==> config.mk <==
export PLATFORM = sky130hd
export DESIGN_NAME = peripheral_soft_reset_ctrl
export DESIGN_NICKNAME = d
export VERILOG_FILES = /design/src/soft_reset_pkg.sv /design/src/masked_reset_reg.sv /design/src/peripheral_soft_reset_ctrl.sv /design/src/strap_capture.sv
export SDC_FILE = /design/constraint.sdc
export NUM_CORES = 1
export LEC_CHECK = 0
export BUFFER_PORTS_ARGS = -buffer_cell sky130_fd_sc_hd__buf_2
export CORE_MARGIN = 5
export CORE_UTILIZATION = 48
export CTS_BUF_LIST = sky130_fd_sc_hd__clkbuf_8
export CTS_CLUSTER_DIAMETER = 100
export CTS_CLUSTER_SIZE = 10
export DETAILED_ROUTE_END_ITERATION = 8
export PLACE_DENSITY = 0.79
export SYNTH_ARGS = -nofsm -noshare
export SYNTH_HDL_FRONTEND = slang
export SYNTH_SLANG_ARGS = --single-unit
==> constraint.sdc <==
create_clock -name pclk -period 2.13 [get_ports pclk]
set_clock_uncertainty 0.2 [all_clocks]
set_input_delay 0.426 -clock pclk [delete_from_list [all_inputs] [get_ports pclk]]
set_output_delay 0.426 -clock pclk [all_outputs]
set_load 0.05 [all_outputs]
==> src/soft_reset_pkg.sv <==
// Constants, register map and carrier types for the peripheral soft reset block.
// Assumes a 32-bit APB slave on a 10 MHz pclk with an active-low asynchronous reset.
package soft_reset_pkg;

  localparam int unsigned DATA_W = 32;
  localparam int unsigned ADDR_W = 12;

  //////////////////////////////////////////////////////////////////////////////
  // Register byte offsets
  localparam logic [ADDR_W-1:0] OFS_CTRL_ONE = 12'h044;
  localparam logic [ADDR_W-1:0] OFS_CTRL_TWO = 12'h048;
  localparam logic [ADDR_W-1:0] OFS_CAP_TWO  = 12'h050;
  localparam logic [ADDR_W-1:0] OFS_CAP_FOUR = 12'h054;
  localparam logic [ADDR_W-1:0] OFS_ACTIVE   = 12'h058;

  //////////////////////////////////////////////////////////////////////////////
  // Field positions
  localparam int unsigned POS_TWO_WIRE   = 12;
  localparam int unsigned POS_QUAD       = 8;
  localparam int unsigned POS_SYNC_SER   = 4;
  localparam int unsigned POS_SER_ONE    = 1;
  localparam int unsigned POS_SER_ZERO   = 0;
  localparam int unsigned POS_PORT_A     = 0;
  localparam int unsigned PORT_COUNT     = 5;
  localparam int unsigned POS_ACT_PORTS  = 16;

  // Implemented (writable) bits; every other position is read-only zero
  localparam logic [DATA_W-1:0] IMPL_CTRL_ONE = 32'h0000_1113;
  localparam logic [DATA_W-1:0] IMPL_CTRL_TWO = 32'h0000_001f;

  //////////////////////////////////////////////////////////////////////////////
  // Reset values
  localparam logic [DATA_W-1:0] RST_CTRL_ONE = 32'h0000_0000;
  localparam logic [DATA_W-1:0] RST_CTRL_TWO = 32'h0000_0000;
  localparam logic [DATA_W-1:0] RST_CAP      = 32'h0000_0000;

  // Synchroniser depth plus one settle cycle before straps are frozen
  localparam logic [1:0] STRAP_SETTLE = 2'h2;

  //////////////////////////////////////////////////////////////////////////////
  // Types
  typedef enum logic [2:0] {
    SEL_NONE     = 3'b000,
    SEL_CTRL_ONE = 3'b001,
    SEL_CTRL_TWO = 3'b010,
    SEL_CAP_TWO  = 3'b011,
    SEL_CAP_FOUR = 3'b100,
    SEL_ACTIVE   = 3'b101
  } reg_sel_e;

  typedef enum logic [0:0] {
    PH_IDLE   = 1'b0,
    PH_ACCESS = 1'b1
  } apb_phase_e;

  typedef struct packed {
    logic              sel;
    logic              enable;
    logic              write;
    logic [ADDR_W-1:0] addr;
    logic [DATA_W-1:0] wdata;
  } apb_req_s;

  typedef struct packed {
    logic              ready;
    logic              slverr;
    logic [DATA_W-1:0] rdata;
  } apb_rsp_s;

endpackage

==> src/masked_reset_reg.sv <==
// One soft reset control register whose writes are gated bit by bit.
// Assumes wr_en is a single-cycle pulse on the committing APB edge.
`timescale 1ns/1ps
module masked_reset_reg #(
  parameter int unsigned       WIDTH   = 32,
  parameter logic [WIDTH-1:0]  IMPL    = '0,
  parameter logic [WIDTH-1:0]  RST_VAL = '0
) (
  input  wire logic             pclk,
  input  wire logic             presetn,
  input  wire logic             wr_en,
  input  wire logic [WIDTH-1:0] wdata,
  input  wire logic [WIDTH-1:0] cap_mask,
  output logic      [WIDTH-1:0] value
);

  logic [WIDTH-1:0] value_ff;
  logic [WIDTH-1:0] nxt_value;
  logic [WIDTH-1:0] write_mask;

  always_comb begin
    // Capability and implemented bits both gate the write
    write_mask = IMPL & cap_mask;
    nxt_value  = value_ff;
    if (wr_en) begin
      nxt_value = (value_ff & ~write_mask) | (wdata & write_mask);
    end
  end

  always_ff @(posedge pclk or negedge presetn) begin
    if (!presetn) begin
      value_ff <= RST_VAL;
    end else begin
      value_ff <= nxt_value;
    end
  end

  assign value = value_ff;

endmodule // masked_reset_reg

==> src/peripheral_soft_reset_ctrl.sv <==
// Top of the peripheral soft reset controller: APB slave, two gated control
// registers, capability mask capture and registered per-unit reset outputs.
// Assumes an APB3 master on pclk and static capability straps from pins.
//
// Implementation choice: register access over APB.
`timescale 1ns/1ps
module peripheral_soft_reset_ctrl (
  input  wire logic        pclk,
  input  wire logic        presetn,
  input  wire logic        psel,
  input  wire logic        penable,
  input  wire logic        pwrite,
  input  wire logic [11:0] paddr,
  input  wire logic [31:0] pwdata,
  output logic      [31:0] prdata,
  output logic             pready,
  output logic             pslverr,
  input  wire logic [31:0] cap_two_strap,
  input  wire logic [31:0] cap_four_strap,
  output logic             two_wire_unit_reset,
  output logic             quadrature_decoder_reset,
  output logic             sync_serial_reset,
  output logic             serial_port_zero_reset,
  output logic             serial_port_one_reset,
  output logic             port_a_reset,
  output logic             port_b_reset,
  output logic             port_c_reset,
  output logic             port_d_reset,
  output logic             port_e_reset
);

  localparam int unsigned DW = soft_reset_pkg::DATA_W;
  localparam int unsigned AW = soft_reset_pkg::ADDR_W;
  localparam int unsigned NP = soft_reset_pkg::PORT_COUNT;

  //////////////////////////////////////////////////////////////////////////////
  // Address decode, shared by the read path and the write strobes

  function automatic soft_reset_pkg::reg_sel_e decode(input logic [AW-1:0] a);
    soft_reset_pkg::reg_sel_e s;
    s = soft_reset_pkg::SEL_NONE;
    if (a == soft_reset_pkg::OFS_CTRL_ONE) begin
      s = soft_reset_pkg::SEL_CTRL_ONE;
    end else if (a == soft_reset_pkg::OFS_CTRL_TWO) begin
      s = soft_reset_pkg::SEL_CTRL_TWO;
    end else if (a == soft_reset_pkg::OFS_CAP_TWO) begin
      s = soft_reset_pkg::SEL_CAP_TWO;
    end else if (a == soft_reset_pkg::OFS_CAP_FOUR) begin
      s = soft_reset_pkg::SEL_CAP_FOUR;
    end else if (a == soft_reset_pkg::OFS_ACTIVE) begin
      s = soft_reset_pkg::SEL_ACTIVE;
    end
    return s;
  endfunction

  //////////////////////////////////////////////////////////////////////////////
  // Bus request bundle

  soft_reset_pkg::apb_req_s req;
  soft_reset_pkg::reg_sel_e req_sel;

  always_comb begin
    req.sel    = psel;
    req.enable = penable;
    req.write  = pwrite;
    req.addr   = paddr;
    req.wdata  = pwdata;
    req_sel    = decode(req.addr);
  end

  //////////////////////////////////////////////////////////////////////////////
  // Capability masks, frozen from the straps after reset release

  logic [DW-1:0] cap_two;
  logic [DW-1:0] cap_four;
  logic          cap_two_done;
  logic          cap_four_done;

  strap_capture #(
    .WIDTH   (DW)
  ) u_cap_two (
    .pclk     (pclk),
    .presetn  (presetn),
    .strap_in (cap_two_strap),
    .captured (cap_two),
    .done     (cap_two_done)
  );

  strap_capture #(
    .WIDTH   (DW)
  ) u_cap_four (
    .pclk     (pclk),
    .presetn  (presetn),
    .strap_in (cap_four_strap),
    .captured (cap_four),
    .done     (cap_four_done)
  );

  //////////////////////////////////////////////////////////////////////////////
  // APB phase tracking: zero wait states, answer in the first access cycle

  soft_reset_pkg::apb_phase_e phase_ff;
  soft_reset_pkg::apb_phase_e nxt_phase;
  soft_reset_pkg::apb_rsp_s   rsp_ff;
  soft_reset_pkg::apb_rsp_s   nxt_rsp;
  logic                       commit;
  logic                       wr_one;
  logic                       wr_two;
  logic [DW-1:0]              ctrl_one;
  logic [DW-1:0]              ctrl_two;
  logic [DW-1:0]              active_word;

  // The commit edge is the one where the master sees pready high
  assign commit = req.sel && req.enable && rsp_ff.ready;
  assign wr_one = commit && req.write && (req_sel == soft_reset_pkg::SEL_CTRL_ONE);
  assign wr_two = commit && req.write && (req_sel == soft_reset_pkg::SEL_CTRL_TWO);

  always_comb begin
    nxt_phase     = phase_ff;
    nxt_rsp       = rsp_ff;
    nxt_rsp.ready = 1'b0;
    unique case (phase_ff)
      soft_reset_pkg::PH_IDLE: begin
        if (req.sel && !req.enable) begin
          // Setup cycle: prepare the whole answer so every output is a flop
          nxt_phase      = soft_reset_pkg::PH_ACCESS;
          nxt_rsp.ready  = 1'b1;
          nxt_rsp.slverr = (req_sel == soft_reset_pkg::SEL_NONE);
          nxt_rsp.rdata  = '0;
          if (!req.write) begin
            unique case (req_sel)
              soft_reset_pkg::SEL_CTRL_ONE: nxt_rsp.rdata = ctrl_one;
              soft_reset_pkg::SEL_CTRL_TWO: nxt_rsp.rdata = ctrl_two;
              soft_reset_pkg::SEL_CAP_TWO:  nxt_rsp.rdata = cap_two;
              soft_reset_pkg::SEL_CAP_FOUR: nxt_rsp.rdata = cap_four;
              soft_reset_pkg::SEL_ACTIVE:   nxt_rsp.rdata = active_word;
              default:                      nxt_rsp.rdata = '0;
            endcase
          end
        end
      end
      soft_reset_pkg::PH_ACCESS: begin
        if (commit) begin
          nxt_phase      = soft_reset_pkg::PH_IDLE;
          nxt_rsp.slverr = 1'b0;
          nxt_rsp.rdata  = '0;
        end else begin
          nxt_rsp.ready = 1'b1;
        end
      end
      default: begin
        nxt_phase = soft_reset_pkg::PH_IDLE;
      end
    endcase
  end

  always_ff @(posedge pclk or negedge presetn) begin
    if (!presetn) begin
      phase_ff <= soft_reset_pkg::PH_IDLE;
      rsp_ff   <= '0;
    end else begin
      phase_ff <= nxt_phase;
      rsp_ff   <= nxt_rsp;
    end
  end

  assign prdata  = rsp_ff.rdata;
  assign pready  = rsp_ff.ready;
  assign pslverr = rsp_ff.slverr;

  //////////////////////////////////////////////////////////////////////////////
  // Control registers; reserved bits never store, so they read back zero

  masked_reset_reg #(
    .WIDTH   (DW),
    .IMPL    (soft_reset_pkg::IMPL_CTRL_ONE),
    .RST_VAL (soft_reset_pkg::RST_CTRL_ONE)
  ) u_ctrl_one (
    .pclk     (pclk),
    .presetn  (presetn),
    .wr_en    (wr_one),
    .wdata    (req.wdata),
    .cap_mask (cap_two),
    .value    (ctrl_one)
  );

  masked_reset_reg #(
    .WIDTH   (DW),
    .IMPL    (soft_reset_pkg::IMPL_CTRL_TWO),
    .RST_VAL (soft_reset_pkg::RST_CTRL_TWO)
  ) u_ctrl_two (
    .pclk     (pclk),
    .presetn  (presetn),
    .wr_en    (wr_two),
    .wdata    (req.wdata),
    .cap_mask (cap_four),
    .value    (ctrl_two)
  );

  //////////////////////////////////////////////////////////////////////////////
  // Peripheral reset outputs, one flop each, active high

  logic          two_wire_ff;
  logic          quad_ff;
  logic          sync_ser_ff;
  logic          ser_zero_ff;
  logic          ser_one_ff;
  logic [NP-1:0] port_ff;
  logic          nxt_two_wire;
  logic          nxt_quad;
  logic          nxt_sync_ser;
  logic          nxt_ser_zero;
  logic          nxt_ser_one;
  logic [NP-1:0] nxt_port;

  always_comb begin
    nxt_two_wire = ctrl_one[soft_reset_pkg::POS_TWO_WIRE];
    nxt_quad     = ctrl_one[soft_reset_pkg::POS_QUAD];
    nxt_sync_ser = ctrl_one[soft_reset_pkg::POS_SYNC_SER];
    nxt_ser_one  = ctrl_one[soft_reset_pkg::POS_SER_ONE];
    nxt_ser_zero = ctrl_one[soft_reset_pkg::POS_SER_ZERO];
    nxt_port     = ctrl_two[soft_reset_pkg::POS_PORT_A +: NP];
  end

  // Outputs lag the register by one cycle; a unit sees reset one pclk after the write
  always_ff @(posedge pclk or negedge presetn) begin
    if (!presetn) begin
      two_wire_ff <= 1'b0;
      quad_ff     <= 1'b0;
      sync_ser_ff <= 1'b0;
      ser_zero_ff <= 1'b0;
      ser_one_ff  <= 1'b0;
      port_ff     <= '0;
    end else begin
      two_wire_ff <= nxt_two_wire;
      quad_ff     <= nxt_quad;
      sync_ser_ff <= nxt_sync_ser;
      ser_zero_ff <= nxt_ser_zero;
      ser_one_ff  <= nxt_ser_one;
      port_ff     <= nxt_port;
    end
  end

  assign two_wire_unit_reset      = two_wire_ff;
  assign quadrature_decoder_reset = quad_ff;
  assign sync_serial_reset        = sync_ser_ff;
  assign serial_port_zero_reset   = ser_zero_ff;
  assign serial_port_one_reset    = ser_one_ff;
  assign port_a_reset             = port_ff[0];
  assign port_b_reset             = port_ff[1];
  assign port_c_reset             = port_ff[2];
  assign port_d_reset             = port_ff[3];
  assign port_e_reset             = port_ff[4];

  //////////////////////////////////////////////////////////////////////////////
  // Status word: resets actually driven, plus strap capture completion

  always_comb begin
    active_word                                        = '0;
    active_word[soft_reset_pkg::POS_TWO_WIRE]          = two_wire_ff;
    active_word[soft_reset_pkg::POS_QUAD]              = quad_ff;
    active_word[soft_reset_pkg::POS_SYNC_SER]          = sync_ser_ff;
    active_word[soft_reset_pkg::POS_SER_ONE]           = ser_one_ff;
    active_word[soft_reset_pkg::POS_SER_ZERO]          = ser_zero_ff;
    active_word[soft_reset_pkg::POS_ACT_PORTS +: NP]   = port_ff;
    active_word[DW-1]                                  = cap_two_done & cap_four_done;
  end

endmodule // peripheral_soft_reset_ctrl

==> src/strap_capture.sv <==
// Synchronises a capability strap bus and freezes it shortly after reset release.
// Assumes the straps are static levels from outside the pclk domain.
`timescale 1ns/1ps
module strap_capture #(
  parameter int unsigned WIDTH = 32
) (
  input  wire logic             pclk,
  input  wire logic             presetn,
  input  wire logic [WIDTH-1:0] strap_in,
  output logic      [WIDTH-1:0] captured,
  output logic                  done
);

  logic [WIDTH-1:0] meta_ff;
  logic [WIDTH-1:0] sync_ff;
  logic [WIDTH-1:0] cap_ff;
  logic [WIDTH-1:0] nxt_cap;
  logic [1:0]       cnt_ff;
  logic [1:0]       nxt_cnt;
  logic             done_ff;
  logic             nxt_done;

  always_comb begin
    nxt_cnt  = cnt_ff;
    nxt_cap  = cap_ff;
    nxt_done = done_ff;
    if (!done_ff) begin
      if (cnt_ff == soft_reset_pkg::STRAP_SETTLE) begin
        nxt_cap  = sync_ff;
        nxt_done = 1'b1;
      end else begin
        nxt_cnt = cnt_ff + 2'h1;
      end
    end
  end

  always_ff @(posedge pclk or negedge presetn) begin
    if (!presetn) begin
      meta_ff <= '0;
      sync_ff <= '0;
      cap_ff  <= soft_reset_pkg::RST_CAP;
      cnt_ff  <= 2'h0;
      done_ff <= 1'b0;
    end else begin
      meta_ff <= strap_in;
      sync_ff <= meta_ff;
      cap_ff  <= nxt_cap;
      cnt_ff  <= nxt_cnt;
      done_ff <= nxt_done;
    end
  end

  assign captured = cap_ff;
  assign done     = done_ff;

endmodule // strap_capture

==> impl_metrics.ini, run 1 <==
[power]
power.internal_uw = 6450
seqPwrFrac_pct = 61.0
share_comb_of_total_power_pct = 6.2
max-vdd-ir-drop_mv = 0.630
netSwitchingFraction_pct = 22.1
p_leak_uw = 0.00497
pwr-share-clk_pct = 32.8
p_sw_uw = 1830
power_density_nw_per_um2 = 768
total_power_uw = 8280

[routing]
wirelength_um = 18200
post-route-drc-count = 0
first_pass_iters = 4
drt-initial-drc-count = 168
wire_per_inst_um = 18.1
detail-route-antenna-nets = 0
vias_per_cell = 5.11
dr_total_vias = 5143

[clocking]
cts_buffer_depth = 3
cts_resized = 0
root_buffer = clkbuf_8
h-tree-depth = 1
clkSlewWorstSetupHoldPaths_ns = 0.07
cts_made_buffers = 29
clkLatencyLatePin_ns = 0.54
cts_tree = yes
clock_sinks = 252

[floorplanning]
io_pins = 157
fp.dieH_um = 143
die_area_um2 = 20400
die_x_um = 143
fp.coreArea_um2 = 17300
start_util_pct = 48.9
rows = 48

[layout]
diodes = 0
finalNetCount = 897
area_growth_pct = 27.5
drive_gt1_share_pct = 36.3
postLayoutCoreUtil_pct = 62.3
fin_area_um2 = 10800

[worst_hold_path]
min_path_type = register to register

[synthesis]
yosysUniqueCellTypes = 40
syn_area_per_cell_um2 = 15.7
ys_ff_latch = 252
synthesis.area_um2 = 8460
ys.flop_type = dfrtp_1
yosysWarnings = 0
syn-instance-count = 540
synth_edf_count = 0
yosysSeqAreaShare_pct = 74.5
synthArstFlopShare_pct = 100
syn-num-nets = 655

[global_routing]
track_usage_pct = 18.3
grt_overflow_total = 0
grt_pass1_vias = 5867
grt_max_degree = 59
grt_antenna_before_repair = 0
grt_pass1_wl_um = 29600

[setup_path]
cp-end-kind = primary output
crit_type = register to primary output
crit_path_start_kind = register
critPathMaxStageDelay_ns = 0.45
crit_required_ns = 1.50
critPathMaxFanout = 7
cp.arrival_ns = 1.30
crit_family = flip-flops
crit_slowest_cell = dfrtp_1
cp_num_buf_inv = 1
crit_chain = buf_2

[placed_design]
dpl_cell_area_um2 = 9630
dp_hpwl_um = 11600
gp_congestion = 0.866
io_buffers = 131

[timing]
tns_ns = 0
holdWs_ns = 0.137
max_freq_mhz = 520
rsz0062_at_grt = false
max_slew.worst_pin.slew_ns = 0.457
relSlewSlack_pct = 69.3
layout_min_cycle_time_ns = 1.92
hold_viol = 0
drv_slew = 0
fin_crit_sh_pct = 90.3
setup-violations-final = 0

[run]
cap_violations = 0

[status]
status = complete, no violations
==> cell usage after synthesis, drive strengths merged, types with 3 or more instances <==
| master | number | share of area, % |
|---|---|---|
| nor4 | 8 | 1.0 |
| a22oi | 19 | 1.7 |
| mux2 | 75 | 10 |
| a21oi | 11 | 0.65 |
| nand2b | 3 | 0.22 |
| nand2 | 36 | 1.6 |
| nor2b | 4 | 0.30 |
| nor3 | 3 | 0.18 |
| dfrtp | 252 | 75 |
| mux2i | 15 | 1.8 |
| o31ai | 5 | 0.44 |
| nand3 | 10 | 0.59 |
| inv | 4 | 0.18 |
| and3 | 3 | 0.22 |
| nor2 | 10 | 0.53 |
| o21ai | 31 | 1.9 |
| o22ai | 3 | 0.22 |
| xnor2 | 3 | 0.31 |
| clkbuf | 11 | 0.49 |
| buf | 15 | 0.98 |
| a221oi | 3 | 0.31 |
| nand4 | 3 | 0.22 |
==> sequential cells by signal, indices dropped and copies added, names as in the netlist, 2 cells and up, named ones only <==
signal and flops:
prdata 32, u_cap_four.captured 32, u_cap_four.meta_ff 32, u_cap_four.sync_ff 32, u_cap_two.captured 32, u_cap_two.meta_ff 32
u_cap_two.sync_ff 32, port_ff 5, u_cap_four.cnt_ff 2, u_cap_two.cnt_ff 2
==> power groups by stage <==
stage | logic [uW] | registers (uW) | clock network, uW
final | 517 | 5050 | 2710
after CTS | 521 | 5050 | 2800
after global routing | 573 | 5070 | 3000
after floorplan | 140 | 5130 | 0
after detailed placement | 415 | 5140 | 0
after global placement | 397 | 5130 | 0
==> path summary, 6_finish.rpt <==
check                                       startpoint                         end  cells after the start  slack (ns)
min in group asynchronous                      presetn      u_cap_four.meta_ff[10]                      2        0.19
worst max-delay path                          register                      pready                      1        0.21
max in group asynchronous                      presetn  asynchronous set/reset pin                      3        0.86
worst max register to register                register                  prdata[20]                      4        0.27
worst min-delay path            u_cap_four.meta_ff[27]      u_cap_four.sync_ff[27]                      0        0.14
worst min register to register  u_cap_four.meta_ff[27]      u_cap_four.sync_ff[27]                      0        0.14
==> cells by family after synthesis <==
group,after synthesis,synth area share [%]
AOI/OAI and AO/OA,73,5.35
xor gates and xnor gates,3,0.311
adders and majority gates,2,0.296
buffers and inverters,30,1.64
DFF,252,74.5
muxes,90,11.8
and+or+nand+nor,90,6.09
==> through the flow <==
step / setup slack (ns) / cells
after CTS: 0.159 / 1007
after global routing: 0.106 / 1007
final: 0.206 / 1007
after detailed placement: -0.255 / 902
after floorplan: -0.0342 / 540
after global placement: -0.205 / 902
==> area by class of cell <==
class	instances	area, um2
Fill cell	1316	6520
Inverter	4	15.0
Multi-Input combinational cell	258	2030
Tap cell	225	282
Clock inverter	2	16.3
Clock buffer	29	399
Timing Repair Buffer	237	1730
Sequential cell	252	6310
==> layout by cell type, fill, tap and decap left out, drive strengths merged, types with 10 or more instances in the layout <==
cell | synthesis | layout
a21oi | 11 | 11
a22oi | 19 | 19
buf | 15 | 163
clkbuf | 11 | 29
dfrtp | 252 | 252
dlygate4sd3 | 0 | 74
mux2 | 75 | 75
mux2i | 15 | 15
nand2 | 36 | 36
nand3 | 10 | 10
nor2 | 10 | 10
o21ai | 31 | 31
==> layer usage <==
metal	up-vias	wire length (um)	GRT usage, %
met3	28	1100	3.65
met5	-	0	0
li1	2350	-	-
met4	0	295	4.95
met1	2618	7270	22.7
met2	147	9550	32.9
==> repair_timing <==
item / 4_1_cts / 5_1_grt
endpoints found under the hold margin: 285 / 0
setup buffers: 0 / 0
hold buffers: 74 / 0
No activity file was read; power rests on OpenSTA's default activity.
==> inputs of run 2 (changes only) <==
- CORE_MARGIN: 5 -> not set
==> impl_metrics.ini, run 2 (synthesis gave the netlist of run 1 again) <==
[placed_design]
dp_hpwl_um = 11500
dpl_cell_area_um2 = 9660
io_buffers = 131
dp.cells = 908
gp_congestion = 0.857

[timing]
setup-violations-final = 0
hold_viol = 0
rsz0062_at_grt = false
max_freq_mhz = 525
fin_crit_sh_pct = 89.5
layout_min_cycle_time_ns = 1.91
max_slew.worst_pin.slew_ns = 0.549
relSlewSlack_pct = 63.4
drv_slew = 0
holdWs_ns = 0.0416
tns_ns = 0

[global_routing]
grt_pass1_wl_um = 28500
grt_antenna_before_repair = 2
track_usage_pct = 20.4
grt_overflow_total = 0
grt_pass1_vias = 5615
grt_max_degree = 71

[setup_path]
crit_path_start_kind = register
cp-end-kind = primary output
critPathMaxStageDelay_ns = 0.44
crit_slowest_cell = dfrtp_1
critPathMaxFanout = 7
crit_required_ns = 1.50
cp.arrival_ns = 1.28
crit_chain = buf_2
cp_num_buf_inv = 1
crit_type = register to primary output
crit_family = flip-flops

[floorplanning]
fp.dieH_um = 135
die_area_um2 = 18200
start_util_pct = 49.1
io_pins = 157
rows = 48
fp.coreArea_um2 = 17200
die_x_um = 135

[power]
total_power_uw = 8280
power_density_nw_per_um2 = 766
p_leak_uw = 0.00500
max-vdd-ir-drop_mv = 0.527

[clocking]
clkLatencyLatePin_ns = 0.55
clkSlewWorstSetupHoldPaths_ns = 0.07
cts_tree = yes
cts_buffer_depth = 3
cts_setup_buffers = 0
cts_made_buffers = 29
clock_sinks = 252
root_buffer = clkbuf_8
cts_resized = 0
holdBufCountCts = 73
h-tree-depth = 1

[run]
cap_violations = 0

[layout]
mostFrequentLayoutCells = dfrtp_1, buf_2, mux2_2, dlygate4sd3_1, nand2_1
area_growth_pct = 27.8
multi_input_area_um2 = 2030
drive_gt1_share_pct = 36.8
fin_area_um2 = 10800
fillCellCount = 1259
finalNetCount = 902
seqCellArea_um2 = 6310
fin_cells = 1014
layout_commonest_cell = dfrtp_1

[routing]
dr_total_vias = 5160
first_pass_iters = 4
drt-initial-drc-count = 258
wirelength_um = 17300
post-route-drc-count = 0
wire_per_inst_um = 17.1
detail-route-antenna-nets = 0
vias_per_cell = 5.09

[worst_hold_path]
min_path_type = input pin to register

[status]
status = complete, no violations
## run 2: cell types whose count changed in the layout (fill, tap and decap cells not counted)
| cell | before | now |
|---|---|---|
| dlygate4sd3_1 | 74 | 73 |
| diode_2 | 0 | 2 |
| buf_12 | 7 | 6 |
| clkinvlp_4 | 1 | 0 |
| inv_8 | 0 | 1 |
| buf_4 | 25 | 32 |
## run 2: worst paths after layout
path | to | slack [ns] | start | cells after the start
max | pready | 0.22 | register | 1
min | pslverr | 0.04 | penable | 3
max reg2reg | u_cap_two.captured[27] | 0.33 | u_cap_two.cnt_ff[0] | 5
min reg2reg | u_cap_four.sync_ff[1] | 0.14 | u_cap_four.meta_ff[1] | 0
max in group asynchronous | port_ff[3] | 0.82 | presetn | 3
min in group asynchronous | u_cap_four.meta_ff[9] | 0.24 | presetn | 2
## run 2: metrics by stage
step	utilization (%)	setup slack (ns)
finish	62.7	0.224
global route	62.7	0.156
global placement	56.0	-0.212
detailed placement	56.0	-0.251
CTS	62.7	0.194
floorplan	-	-0.0342
## run 2: layout make-up
class / count / share of cell area [%]
clock inverter: 2 / 0.185
antenna: 2 / 0.0463
multi-input combinational: 258 / 18.8
sequential: 252 / 58.3
inverter: 4 / 0.139
tap: 225 / 2.60
clock buffer: 29 / 3.69
timing repair buffer: 242 / 16.2
## run 2: per-layer routing
metal  share of wire (%)  GRT usage (%)  up-vias
li1                    -              -     2357
met3                 5.9           3.68       25
met2                  52           36.2      169
met4                 1.6           6.05        0
met5                   0              0        -
met1                  41           25.5     2609
## run 2: power by group
part / switching [uW] / internal, uW
clock network: 1490 / 1230
logic: 258 / 259
registers: 75.0 / 4970
total: 1820 / 6460
==> inputs of run 3 (changes only) <==
- CORE_MARGIN: not set -> 4
- SLEW_MARGIN: not set -> 10
==> impl_metrics.ini, run 3 (synthesis gave the netlist of run 1 again) <==
[placed_design]
dp_hpwl_um = 11700
dp_slack_ns = -0.248
io_buffers = 131
gp_congestion = 0.883

[setup_path]
critPathMaxFanout = 6
crit_chain = dlygate4sd3_1, buf_2, nand4_1, nor4_4, nand3_1, mux2_2
crit_required_ns = 2.36
critPathMaxStageDelay_ns = 0.52
cp-end-kind = register
crit_path_start_kind = input pin
crit_slowest_cell = dlygate4sd3_1
crit_type = input pin to register
cp.arrival_ns = 2.14

[global_routing]
grt_pass1_vias = 5924
grt_antenna_before_repair = 0
grt_pass1_wl_um = 30200
grt_max_degree = 76
track_usage_pct = 19.1
grt_overflow_total = 0

[floorplanning]
die_area_um2 = 19800
io_pins = 157
fp.dieH_um = 141
fp.coreArea_um2 = 17300
rows = 48
die_x_um = 141
start_util_pct = 48.9

[clocking]
cts_made_buffers = 29
clkSlewWorstSetupHoldPaths_ns = 0.07
root_buffer = clkbuf_8
clock_sinks = 252
cts_buffer_depth = 3
cts_resized = 0
clkLatencyLatePin_ns = 0.54
h-tree-depth = 1
cts_tree = yes

[power]
power_density_nw_per_um2 = 766
p_leak_uw = 0.00500
total_power_uw = 8290
max-vdd-ir-drop_mv = 0.557

[layout]
diodes = 0
finalNetCount = 901
area_growth_pct = 28.0
mostFrequentLayoutCells = dfrtp_1, buf_2, mux2_2, dlygate4sd3_1, nand2_1
layout_commonest_cell = dfrtp_1
drive_gt1_share_pct = 36.6
fillCellCount = 1280

[run]
cap_violations = 0

[timing]
setup-violations-final = 0
holdWs_ns = 0.143
max_freq_mhz = 522
max_slew.worst_pin.slew_ns = 0.605
layout_min_cycle_time_ns = 1.91
tns_ns = 0
hold_viol = 0
worst_slack_ns = 0.215
rsz0062_at_grt = false
fin_crit_sh_pct = 89.9
drv_slew = 0
relSlewSlack_pct = 59.7

[status]
status = complete, no violations

[routing]
dr_total_vias = 5242
wirelength_um = 18100
vias_per_cell = 5.18
first_pass_iters = 4
detail-route-antenna-nets = 0
wire_per_inst_um = 17.9
drt-initial-drc-count = 235
post-route-drc-count = 0

[worst_hold_path]
min_path_type = register to register
run 3: metal layers:
layer  global-route usage (%)  share of wire, %  up-vias
li1                         -                 -     2360
met1                     24.4                40     2684
met4                     5.41               2.0        0
met3                     3.60               6.5       29
met5                        0                 0        -
met2                     33.5                52      169
run 3: area by class of cell:
cell class | instances | area, um2 | share of cell area (%)
inverters | 4 | 15.0 | 0.139
well taps | 225 | 282 | 2.60
repair buffers | 241 | 1780 | 16.4
flip-flops and latches | 252 | 6310 | 58.3
clock buffers | 29 | 399 | 3.69
clock inverters | 2 | 16.3 | 0.150
multi-input cells | 258 | 2030 | 18.7
run 3: where the power goes:
| part | switching, uW | internal [uW] | leakage (uW) |
|---|---|---|---|
| Combinational | 263 | 264 | 0.00173 |
| Sequential | 73.6 | 4970 | 0.00305 |
| Clock | 1500 | 1220 | 0.000213 |
| Total | 1830 | 6460 | 0.00500 |
run 3: final timing paths:
check,slack (ns),startpoint,cells past startpoint,end
max,0.22,penable,6,register
min,0.14,u_cap_four.meta_ff[14],0,u_cap_four.sync_ff[14]
max reg2reg,0.33,register,4,register
min reg2reg,0.14,u_cap_four.meta_ff[14],0,u_cap_four.sync_ff[14]
max in group asynchronous,0.82,presetn,3,u_cap_two.captured[22]
min in group asynchronous,0.26,presetn,2,u_cap_four.meta_ff[9]
run 3: repair_timing:
| item | CTS | global route |
|---|---|---|
| buffers inserted | 0 | 0 |
| hold buffers | 74 | 0 |
| endpoints found under the hold margin | 139 | 0 |
run 3: worst max-delay path: cells and delay by family:
family / cells / cell delay, ns
and+or+nand+nor: 3 / 0.74
muxes: 1 / 0.29
buffers and inverters: 2 / 0.69
run 3: metrics by stage:
stage / util (%) / std cells / cell area [um2]
floorplan: - / 540 / 8460
global placement: 55.9 / 906 / 9670
detailed placement: 55.9 / 906 / 9670
CTS: 62.6 / 1011 / 10800
global route: 62.6 / 1011 / 10800
finish: 62.6 / 1011 / 10800
